$ cat src/shared/pwm_pkg.sv
// constants, register map and helper functions for the dual pwm block
// assumes a 25 MHz system clock and a 32-bit apb register port
package pwm_pkg;
  localparam int CNT_W = 10;
  localparam int CLK_HZ = 25000000;
  localparam logic [11:0] BANK0_BASE = 12'h000;
  localparam logic [11:0] BANK1_BASE = 12'h100;
  // register indices, byte address is base plus four times the index
  localparam logic [7:0] IDX_EVENT_FLAGS = 8'h16;
  localparam logic [7:0] IDX_EVENT_ENABLES = 8'h1d;
  localparam logic [7:0] IDX_DT_CONTROL = 8'h14;
  localparam logic [7:0] IDX_DT_LENGTH = 8'h15;
  localparam logic [7:0] IDX_PIN_SELECT = 8'h16;
  localparam logic [7:0] IDX_A_CONTROL = 8'h17;
  localparam logic [7:0] IDX_A_PERIOD_LOW = 8'h18;
  localparam logic [7:0] IDX_A_PERIOD_HIGH = 8'h19;
  localparam logic [7:0] IDX_A_DUTY_LOW = 8'h1a;
  localparam logic [7:0] IDX_A_DUTY_HIGH = 8'h1b;
  localparam logic [7:0] IDX_A_COUNT_LOW = 8'h1c;
  localparam logic [7:0] IDX_A_COUNT_HIGH = 8'h1d;
  localparam logic [7:0] IDX_B_CONTROL = 8'h1e;
  localparam logic [7:0] IDX_B_PERIOD_LOW = 8'h1f;
  localparam logic [7:0] IDX_B_PERIOD_HIGH = 8'h20;
  localparam logic [7:0] IDX_B_DUTY_LOW = 8'h21;
  localparam logic [7:0] IDX_B_DUTY_HIGH = 8'h22;
  localparam logic [7:0] IDX_B_COUNT_LOW = 8'h23;
  localparam logic [7:0] IDX_B_COUNT_HIGH = 8'h24;
  // channel control fields
  localparam int CTL_TRUE_EN = 7;
  localparam int CTL_INV_EN = 6;
  localparam int CTL_TRUE_LVL = 5;
  localparam int CTL_INV_LVL = 4;
  localparam int CTL_RUN = 3;
  localparam int CTL_PS_LSB = 0;
  // event flags: duty then period, channel a in the low pair
  localparam int FLAG_A_DUTY = 0;
  localparam int FLAG_A_PERIOD = 1;
  localparam int FLAG_B_DUTY = 2;
  localparam int FLAG_B_PERIOD = 3;
  localparam int DTC_PS_LSB = 0;
  localparam int DTC_A_EN = 2;
  localparam int DTC_B_EN = 3;
  localparam logic [7:0] REG_RESET = 8'h00;
  localparam logic [7:0] PIN_SELECT_MASK = 8'h13;

  function automatic logic [11:0] reg_addr(input logic bank, input logic [7:0] idx);
    return (bank ? BANK1_BASE : BANK0_BASE) | {2'b00, idx, 2'b00};
  endfunction

  function automatic logic [7:0] prescale_ratio(input logic [2:0] sel);
    return 8'h01 << sel;
  endfunction

  function automatic logic [7:0] dead_ratio(input logic [1:0] sel);
    return 8'h01 << sel;
  endfunction
endpackage

$ cat src/verilog/pwm_channel.sv
// one pwm channel: prescaler, up-counter, duty latch and waveform
// assumes period and duty come straight from software registers
`timescale 1ns/1ps
module pwm_channel (
  input wire logic clk,
  input wire logic rst_n,
  input wire logic run,
  input wire logic [2:0] prescale_select,
  input wire logic [pwm_pkg::CNT_W-1:0] period_value,
  input wire logic [pwm_pkg::CNT_W-1:0] duty_value,
  output logic [pwm_pkg::CNT_W-1:0] channel_counter,
  output logic [pwm_pkg::CNT_W-1:0] duty_latch,
  output logic wave,
  output logic period_event,
  output logic duty_event
);
  import pwm_pkg::*;

  logic [7:0] pre_count;
  logic tick;
  logic matched;
  logic [CNT_W-1:0] next_count;

  assign tick = run && (pre_count >= prescale_ratio(prescale_select) - 8'h01);
  assign next_count = (channel_counter == period_value) ? '0 : channel_counter + 1'b1;

  // prescaler, held clear while stopped
  always_ff @(posedge clk or negedge rst_n) begin
    if (!rst_n) begin
      pre_count <= 8'h00;
    end else if (!run || tick) begin
      pre_count <= 8'h00;
    end else begin
      pre_count <= pre_count + 8'h01;
    end
  end

  // counter, latch and waveform
  always_ff @(posedge clk or negedge rst_n) begin
    if (!rst_n) begin
      channel_counter <= '0;
      duty_latch <= '0;
      matched <= 1'b1;
      wave <= 1'b0;
      period_event <= 1'b0;
      duty_event <= 1'b0;
    end else begin
      period_event <= 1'b0;
      duty_event <= 1'b0;
      if (tick) begin
        channel_counter <= next_count;
        if (channel_counter == period_value) begin
          period_event <= 1'b1;
          if (matched || duty_latch == '0) begin
            duty_latch <= duty_value;
            matched <= (duty_value == '0);
            wave <= (duty_value != '0);
          end else begin
            wave <= (duty_latch != '0);
          end
        end else if (next_count == duty_latch && !matched) begin
          wave <= 1'b0;
          duty_event <= 1'b1;
          matched <= 1'b1;
        end
      end
    end
  end
endmodule // pwm_channel

$ cat src/verilog/dead_time_gen.sv
// splits one waveform into complementary phases with an optional gap
// assumes the waveform input changes only on clock edges
`timescale 1ns/1ps
module dead_time_gen (
  input wire logic clk,
  input wire logic rst_n,
  input wire logic dead_time_enable,
  input wire logic [1:0] dead_time_prescale,
  input wire logic [7:0] dead_time_count,
  input wire logic wave,
  output logic true_wave,
  output logic inv_wave
);
  import pwm_pkg::*;

  typedef enum logic [1:0] {DT_DRIVE = 2'b01, DT_GAP = 2'b10} dt_state_t;

  dt_state_t state;
  logic last;
  logic [15:0] gap;
  logic [15:0] gap_len;

  assign gap_len = 16'(dead_time_count) * 16'(dead_ratio(dead_time_prescale));

  always_ff @(posedge clk or negedge rst_n) begin
    if (!rst_n) begin
      state <= DT_DRIVE;
      last <= 1'b0;
      gap <= 16'h0000;
      true_wave <= 1'b0;
      inv_wave <= 1'b1;
    end else begin
      case (state)
        DT_DRIVE: begin
          last <= wave;
          if (wave != last && dead_time_enable && gap_len != 16'h0000) begin
            true_wave <= 1'b0;
            inv_wave <= 1'b0;
            gap <= gap_len;
            state <= DT_GAP;
          end else begin
            true_wave <= wave;
            inv_wave <= !wave;
          end
        end
        DT_GAP: begin
          last <= wave;
          if (!dead_time_enable || (wave == last && gap <= 16'h0001)) begin
            true_wave <= wave;
            inv_wave <= !wave;
            state <= DT_DRIVE;
          end else if (wave != last) begin
            gap <= gap_len;
          end else begin
            gap <= gap - 16'h0001;
          end
        end
        default: begin
          state <= DT_DRIVE;
        end
      endcase
    end
  end
endmodule // dead_time_gen

$ cat src/verilog/dual_pwm.sv
// dual pwm top: apb register file, two channels, dead time and pins
// assumes an apb master on CLK; pins go to switches or loads
//
// Summary of operation
// - period and duty are ten bits each
// - ten-bit prescaled counter, readable, never writable
// - run bit starts counting, clearing it stops
// - period match clears counter, sets output, flag
// - zero latched duty keeps output inactive
// - period equals period plus one times prescale
// - prescale code zero counts every clock
// - duty latched at clear, match drops output
// - new duty waits until latched duty matched
// - high time equals duty times prescale
// - true and inverted pins enabled separately
// - both enabled gives waveform and its complement
// - dead time gap keeps both pins inactive
// - no dead time means simultaneous complementary edges
//
// Our own choice: register access over APB.
`timescale 1ns/1ps
module dual_pwm (
  input wire logic CLK,
  input wire logic RESET_N,
  input wire logic PSEL,
  input wire logic PENABLE,
  input wire logic PWRITE,
  input wire logic [11:0] PADDR,
  input wire logic [31:0] PWDATA,
  output logic [31:0] PRDATA,
  output logic PREADY,
  output logic PSLVERR,
  output logic PWM_IRQ,
  output logic CHAN_A_TRUE_OUTPUT,
  output logic CHAN_A_INVERTED_OUTPUT,
  output logic CHAN_B_TRUE_OUTPUT,
  output logic CHAN_B_INVERTED_OUTPUT
);
  import pwm_pkg::*;

  ////////////////////////////////////////////////////////////////////////////////
  // registers
  logic [3:0] event_flags;
  logic [3:0] event_enables;
  logic [3:0] dead_time_control;
  logic [7:0] dead_time_length;
  logic [7:0] pwm_pin_select;
  logic [7:0] chan_control [2];
  logic [CNT_W-1:0] period_value [2];
  logic [CNT_W-1:0] duty_value [2];
  logic [CNT_W-1:0] channel_counter [2];
  logic [CNT_W-1:0] duty_latch [2];
  logic [1:0] wave;
  logic [1:0] true_wave;
  logic [1:0] inv_wave;
  logic [1:0] period_event;
  logic [1:0] duty_event;
  logic [1:0] dead_en;
  logic [3:0] flag_set;
  logic [3:0] flag_clear;
  logic wr;
  logic setup;
  logic [31:0] rd_data;
  logic rd_hit;

  assign wr = PSEL && PENABLE && PWRITE;
  assign setup = PSEL && !PENABLE;
  assign PREADY = 1'b1;
  assign PSLVERR = PSEL && PENABLE && !rd_hit;
  assign dead_en[0] = dead_time_control[DTC_A_EN];
  assign dead_en[1] = dead_time_control[DTC_B_EN];

  function automatic logic hit(input logic [11:0] a, input logic bank, input logic [7:0] idx);
    return a == reg_addr(bank, idx);
  endfunction

  ////////////////////////////////////////////////////////////////////////////////
  // address decode and read data
  always_comb begin
    rd_data = 32'h0000_0000;
    rd_hit = 1'b1;
    case (PADDR)
      reg_addr(1'b0, IDX_EVENT_FLAGS): rd_data[3:0] = event_flags;
      reg_addr(1'b0, IDX_EVENT_ENABLES): rd_data[3:0] = event_enables;
      reg_addr(1'b1, IDX_DT_CONTROL): rd_data[3:0] = dead_time_control;
      reg_addr(1'b1, IDX_DT_LENGTH): rd_data[7:0] = dead_time_length;
      reg_addr(1'b1, IDX_PIN_SELECT): rd_data[7:0] = pwm_pin_select;
      reg_addr(1'b1, IDX_A_CONTROL): rd_data[7:0] = chan_control[0];
      reg_addr(1'b1, IDX_A_PERIOD_LOW): rd_data[7:0] = period_value[0][7:0];
      reg_addr(1'b1, IDX_A_PERIOD_HIGH): rd_data[1:0] = period_value[0][9:8];
      reg_addr(1'b1, IDX_A_DUTY_LOW): rd_data[7:0] = duty_value[0][7:0];
      reg_addr(1'b1, IDX_A_DUTY_HIGH): rd_data[1:0] = duty_value[0][9:8];
      reg_addr(1'b1, IDX_A_COUNT_LOW): rd_data[7:0] = channel_counter[0][7:0];
      reg_addr(1'b1, IDX_A_COUNT_HIGH): rd_data[1:0] = channel_counter[0][9:8];
      reg_addr(1'b1, IDX_B_CONTROL): rd_data[7:0] = chan_control[1];
      reg_addr(1'b1, IDX_B_PERIOD_LOW): rd_data[7:0] = period_value[1][7:0];
      reg_addr(1'b1, IDX_B_PERIOD_HIGH): rd_data[1:0] = period_value[1][9:8];
      reg_addr(1'b1, IDX_B_DUTY_LOW): rd_data[7:0] = duty_value[1][7:0];
      reg_addr(1'b1, IDX_B_DUTY_HIGH): rd_data[1:0] = duty_value[1][9:8];
      reg_addr(1'b1, IDX_B_COUNT_LOW): rd_data[7:0] = channel_counter[1][7:0];
      reg_addr(1'b1, IDX_B_COUNT_HIGH): rd_data[1:0] = channel_counter[1][9:8];
      default: rd_hit = 1'b0;
    endcase
  end

  // read data captured in the setup cycle
  always_ff @(posedge CLK or negedge RESET_N) begin
    if (!RESET_N) begin
      PRDATA <= 32'h0000_0000;
    end else if (setup && !PWRITE) begin
      PRDATA <= rd_data;
    end
  end

  ////////////////////////////////////////////////////////////////////////////////
  // shared configuration registers
  always_ff @(posedge CLK or negedge RESET_N) begin
    if (!RESET_N) begin
      event_enables <= REG_RESET[3:0];
      dead_time_control <= REG_RESET[3:0];
      dead_time_length <= REG_RESET;
      pwm_pin_select <= REG_RESET;
    end else if (wr) begin
      if (hit(PADDR, 1'b0, IDX_EVENT_ENABLES)) begin
        event_enables <= PWDATA[3:0];
      end
      if (hit(PADDR, 1'b1, IDX_DT_CONTROL)) begin
        dead_time_control <= PWDATA[3:0];
      end
      if (hit(PADDR, 1'b1, IDX_DT_LENGTH)) begin
        dead_time_length <= PWDATA[7:0];
      end
      if (hit(PADDR, 1'b1, IDX_PIN_SELECT)) begin
        pwm_pin_select <= PWDATA[7:0] & PIN_SELECT_MASK;
      end
    end
  end

  // channel a registers
  always_ff @(posedge CLK or negedge RESET_N) begin
    if (!RESET_N) begin
      chan_control[0] <= REG_RESET;
      period_value[0] <= '0;
      duty_value[0] <= '0;
    end else if (wr) begin
      if (hit(PADDR, 1'b1, IDX_A_CONTROL)) begin
        chan_control[0] <= PWDATA[7:0];
      end
      if (hit(PADDR, 1'b1, IDX_A_PERIOD_LOW)) begin
        period_value[0][7:0] <= PWDATA[7:0];
      end
      if (hit(PADDR, 1'b1, IDX_A_PERIOD_HIGH)) begin
        period_value[0][9:8] <= PWDATA[1:0];
      end
      if (hit(PADDR, 1'b1, IDX_A_DUTY_LOW)) begin
        duty_value[0][7:0] <= PWDATA[7:0];
      end
      if (hit(PADDR, 1'b1, IDX_A_DUTY_HIGH)) begin
        duty_value[0][9:8] <= PWDATA[1:0];
      end
    end
  end

  // channel b registers
  always_ff @(posedge CLK or negedge RESET_N) begin
    if (!RESET_N) begin
      chan_control[1] <= REG_RESET;
      period_value[1] <= '0;
      duty_value[1] <= '0;
    end else if (wr) begin
      if (hit(PADDR, 1'b1, IDX_B_CONTROL)) begin
        chan_control[1] <= PWDATA[7:0];
      end
      if (hit(PADDR, 1'b1, IDX_B_PERIOD_LOW)) begin
        period_value[1][7:0] <= PWDATA[7:0];
      end
      if (hit(PADDR, 1'b1, IDX_B_PERIOD_HIGH)) begin
        period_value[1][9:8] <= PWDATA[1:0];
      end
      if (hit(PADDR, 1'b1, IDX_B_DUTY_LOW)) begin
        duty_value[1][7:0] <= PWDATA[7:0];
      end
      if (hit(PADDR, 1'b1, IDX_B_DUTY_HIGH)) begin
        duty_value[1][9:8] <= PWDATA[1:0];
      end
    end
  end

  ////////////////////////////////////////////////////////////////////////////////
  // event flags, write one to clear, a new event wins
  assign flag_set[FLAG_A_DUTY] = duty_event[0];
  assign flag_set[FLAG_A_PERIOD] = period_event[0];
  assign flag_set[FLAG_B_DUTY] = duty_event[1];
  assign flag_set[FLAG_B_PERIOD] = period_event[1];
  assign flag_clear = (wr && hit(PADDR, 1'b0, IDX_EVENT_FLAGS)) ? PWDATA[3:0] : 4'h0;

  always_ff @(posedge CLK or negedge RESET_N) begin
    if (!RESET_N) begin
      event_flags <= REG_RESET[3:0];
    end else begin
      event_flags <= (event_flags & ~flag_clear) | flag_set;
    end
  end

  assign PWM_IRQ = |(event_flags & event_enables);

  ////////////////////////////////////////////////////////////////////////////////
  // channels and dead time
  for (genvar c = 0; c < 2; c++) begin : g_chan
    pwm_channel u_channel (
      .clk(CLK),
      .rst_n(RESET_N),
      .run(chan_control[c][CTL_RUN]),
      .prescale_select(chan_control[c][CTL_PS_LSB +: 3]),
      .period_value(period_value[c]),
      .duty_value(duty_value[c]),
      .channel_counter(channel_counter[c]),
      .duty_latch(duty_latch[c]),
      .wave(wave[c]),
      .period_event(period_event[c]),
      .duty_event(duty_event[c])
    );

    dead_time_gen u_dead (
      .clk(CLK),
      .rst_n(RESET_N),
      .dead_time_enable(dead_en[c]),
      .dead_time_prescale(dead_time_control[DTC_PS_LSB +: 2]),
      .dead_time_count(dead_time_length),
      .wave(wave[c]),
      .true_wave(true_wave[c]),
      .inv_wave(inv_wave[c])
    );
  end

  ////////////////////////////////////////////////////////////////////////////////
  // output pins: enable gates, active level inverts
  always_ff @(posedge CLK or negedge RESET_N) begin
    if (!RESET_N) begin
      CHAN_A_TRUE_OUTPUT <= 1'b0;
      CHAN_A_INVERTED_OUTPUT <= 1'b0;
      CHAN_B_TRUE_OUTPUT <= 1'b0;
      CHAN_B_INVERTED_OUTPUT <= 1'b0;
    end else begin
      CHAN_A_TRUE_OUTPUT <= chan_control[0][CTL_TRUE_EN] &&
                            (true_wave[0] ^ chan_control[0][CTL_TRUE_LVL]);
      CHAN_A_INVERTED_OUTPUT <= chan_control[0][CTL_INV_EN] &&
                                (inv_wave[0] ^ chan_control[0][CTL_INV_LVL]);
      CHAN_B_TRUE_OUTPUT <= chan_control[1][CTL_TRUE_EN] &&
                            (true_wave[1] ^ chan_control[1][CTL_TRUE_LVL]);
      CHAN_B_INVERTED_OUTPUT <= chan_control[1][CTL_INV_EN] &&
                                (inv_wave[1] ^ chan_control[1][CTL_INV_LVL]);
    end
  end
endmodule // dual_pwm

$ cat config.mk
export PLATFORM = sky130hd
export DESIGN_NAME = dual_pwm
export DESIGN_NICKNAME = d
export VERILOG_FILES = /design/src/shared/pwm_pkg.sv /design/src/verilog/pwm_channel.sv /design/src/verilog/dead_time_gen.sv /design/src/verilog/dual_pwm.sv
export SDC_FILE = /design/constraint.sdc
export NUM_CORES = 1
export LEC_CHECK = 0
export BUFFER_PORTS_ARGS = -buffer_cell sky130_fd_sc_hd__buf_2
export CORE_MARGIN = 2
export CORE_UTILIZATION = 50
export DETAILED_ROUTE_END_ITERATION = 6
export PLACE_DENSITY_LB_ADDON = 0.1
export SYNTH_ARGS = -nofsm -noshare
export SYNTH_HDL_FRONTEND = slang
export SYNTH_HIERARCHICAL = 1
export SYNTH_SLANG_ARGS = --single-unit
$ cat constraint.sdc
create_clock -name CLK -period 11.04 [get_ports CLK]
set_input_delay 1.104 -clock CLK [delete_from_list [all_inputs] [get_ports CLK]]
set_output_delay 1.104 -clock CLK [all_outputs]
set_load 0.02 [all_outputs]
==> out/metrics.yaml <==
clk_latency_ps: 460
required_ps: 11420
ys_seq_elements: 197
yosysMostFrequentCell: "dfrtp_1"
synth_warnings: 6
min-delay-start: "g_chan[1].u_channel/period_event"
die_area_mm2: 0.0313
holdCritPathClass: "register to register"
critPathLaunchType: "register"
cts_root_buffer: "clkbuf_16"
worst_slew_pin_slew_ps: 1050
max-slew-margin-rel: 0.301
post_cts_buffers: 0
grt_max_degree: 70
period_share: 0.526
finalSetupTns_ps: 0
place_congestion: 0.964
grt_usage: 0.258
rows: 63
drv_cap: 0
totalWireLength_um: 39500
clkTransAtPathRegs_ps: 80
crit_path_max_fanout: 24
cts_tree: "built"
p_leak_nw: 7.61
via_count: 12000
cts_resized: 0
cp-end-kind: "register"
ios: 88
synth_top_area_frac: 0.320
yosys_most_used_dff: "dfrtp_1"
fp.dieH_um: 177
wl_per_cell_um: 20.1
reg2reg_from: "dead_time_control[1]"
fin_ws_ps: 5240
grt_setup_unrepaired: "false"
hold_buffers: 0
syn_inst: 1565
irDropWorstVdd_uv: 99.6
htreeDepth: 4
clock_skew_ps: 15.1
critical_path.startpoint: "dead_time_control[1]"
drt_iter0_drc: 976
p_total_mw: 1.45
final-instance-count-excl-fill: 1965
synth_area_mm2: 0.0149
fmax_mhz: 172
finalCoreUtilization: 0.536
drive_gt1_frac: 0.147
core_region_area_mm2: 0.0296
grt_pass1_vias: 11600
fin_nets: 1728
vias_per_cell: 6.10
design_area_mm2: 0.0158
drc_errors: 0
die_w_um: 177
setup_violations: 0
dp_slack_ps: 5260
ant_nets: 0
numCtsBuffers: 17
synthDistinctLibCells: 122
avgSynthCellArea_um2: 9.55
place_area_mm2: 0.0152
grt_pass1_wl_um: 63500
synth_edf_count: 0
area_growth_pct: 6.07
io_buffer_count: 38
final.min_clock_period_ps: 5800
synth_top_area_cell: "dfrtp_1"
p_per_area_mw_per_mm2: 91.7
status: "finished, final reports clean"
dr.pass1.iters: 5
netlist_top_cells_count: "191 x dfrtp_1, 111 x inv_1, 101 x nor2_1, 92 x ha_1, 87 x nand2_1"
synthTopCellsByArea: "dfrtp_1 32%, ha_1 7.7%, mux2_2 6.2%"
hpwl_um: 28800
drv_slew: 0
clk_path_buf_depth: 2
floorplan.initialDensity: 0.505
cts.sinks: 197
hold_slack_ps: 453
crit_type: "register to register"
hold_violations: 0
antenna_found_initial: 1
synthArstFlopShare: 1.00
synth_seq_area_share: 0.330
arrival_ps: 6180
overflow: 0
dp_cells: 1932
## cell type report
type                    instances  area [um2]
clock buffers                  19         453
well taps                     390         488
repair buffers                 47         267
inverters                     111         417
multi-input cells            1187        9120
diodes                          1        2.50
fillers                      2730       13700
clock inverters                13         160
flip-flops and latches        197        4940
## layer usage
layer,GRT usage,vias up,share of wire
met4,0.0878,0,0.025
li1,-,5625,-
met3,0.0365,55,0.048
met1,0.360,5970,0.46
met2,0.413,333,0.47
met5,0,-,0
## layout by cell type (no fill, tap or decap), types with 9 or more instances in the layout
master and n:
a21oi_1 56, nand2_1 87, nor3_1 27, clkbuf_16 17, a31oi_1 12, o22ai_1 20
nand3_1 46, buf_2 37, inv_1 111, mux2_2 82, o21ai_0 75, xnor2_1 32
fa_1 26, nand4_1 19, nor2_1 101, ha_1 92, nand2b_1 16, conb_1 27
a22oi_1 26, nor2b_1 11, buf_4 9, or3_1 19, dfrtp_1 191, mux2_1 15
xor2_1 35, and2_1 60, nor4_1 20, o31ai_1 19, and3_1 27, a21o_1 18
## power breakdown
part	leakage, nW	switching (mW)	internal, mW
sequential	2.71	0.00222	0.724
combinational	4.60	0.0527	0.0141
clock	0.298	0.305	0.354
## state kept, by name (all words and copies together) (netlist names), 8 cells and up
signal                            cells
chan_control                         16
g_chan.u_channel/pre_count           16
g_chan.u_channel/channel_counter     20
PRDATA                                8
g_chan.u_dead/gap                    32
duty_value                           20
g_chan.u_channel/duty_latch          20
dead_time_length                      8
period_value                         20
## final timing paths
check	slack, ps	end	depth (start not counted)
max	5240	g_chan[1].u_dead/gap[1]	15
max in group asynchronous	8300	CHAN_B_TRUE_OUTPUT	3
min	450	event_flags[3]	1
min reg2reg	450	event_flags[3]	1
min in group asynchronous	630	g_chan[0].u_channel/channel_counter[1]	1
max reg2reg	5240	g_chan[1].u_dead/gap[1]	15
## worst max-delay path: stages, from the launching register on
cell and delay (ps):
dfrtp_1 770, nor2b_1 540, and2_1 210, ha_1 180
fa_1 400, ha_1 290, inv_1 50, fa_1 520
fa_1 600, or4b_1 450, a211o_1 240, a21oi_1 140
o2111a_2 230, a41oi_4 210, o21ai_2 640, mux2i_1 270
## kinds of logic (layout without fill, tap and decap cells)
kind of cell	after synthesis	after routing	share of synthesized area
buf+inv	204	190	0.0661
other cells	4	28	0.00100
xor+xnor	69	69	0.0419
mux	105	105	0.0785
fa+ha+maj	118	118	0.112
flops	197	197	0.330
simple gates	507	507	0.194
compound gates	361	361	0.176
No activity file was read; power rests on OpenSTA's default activity.
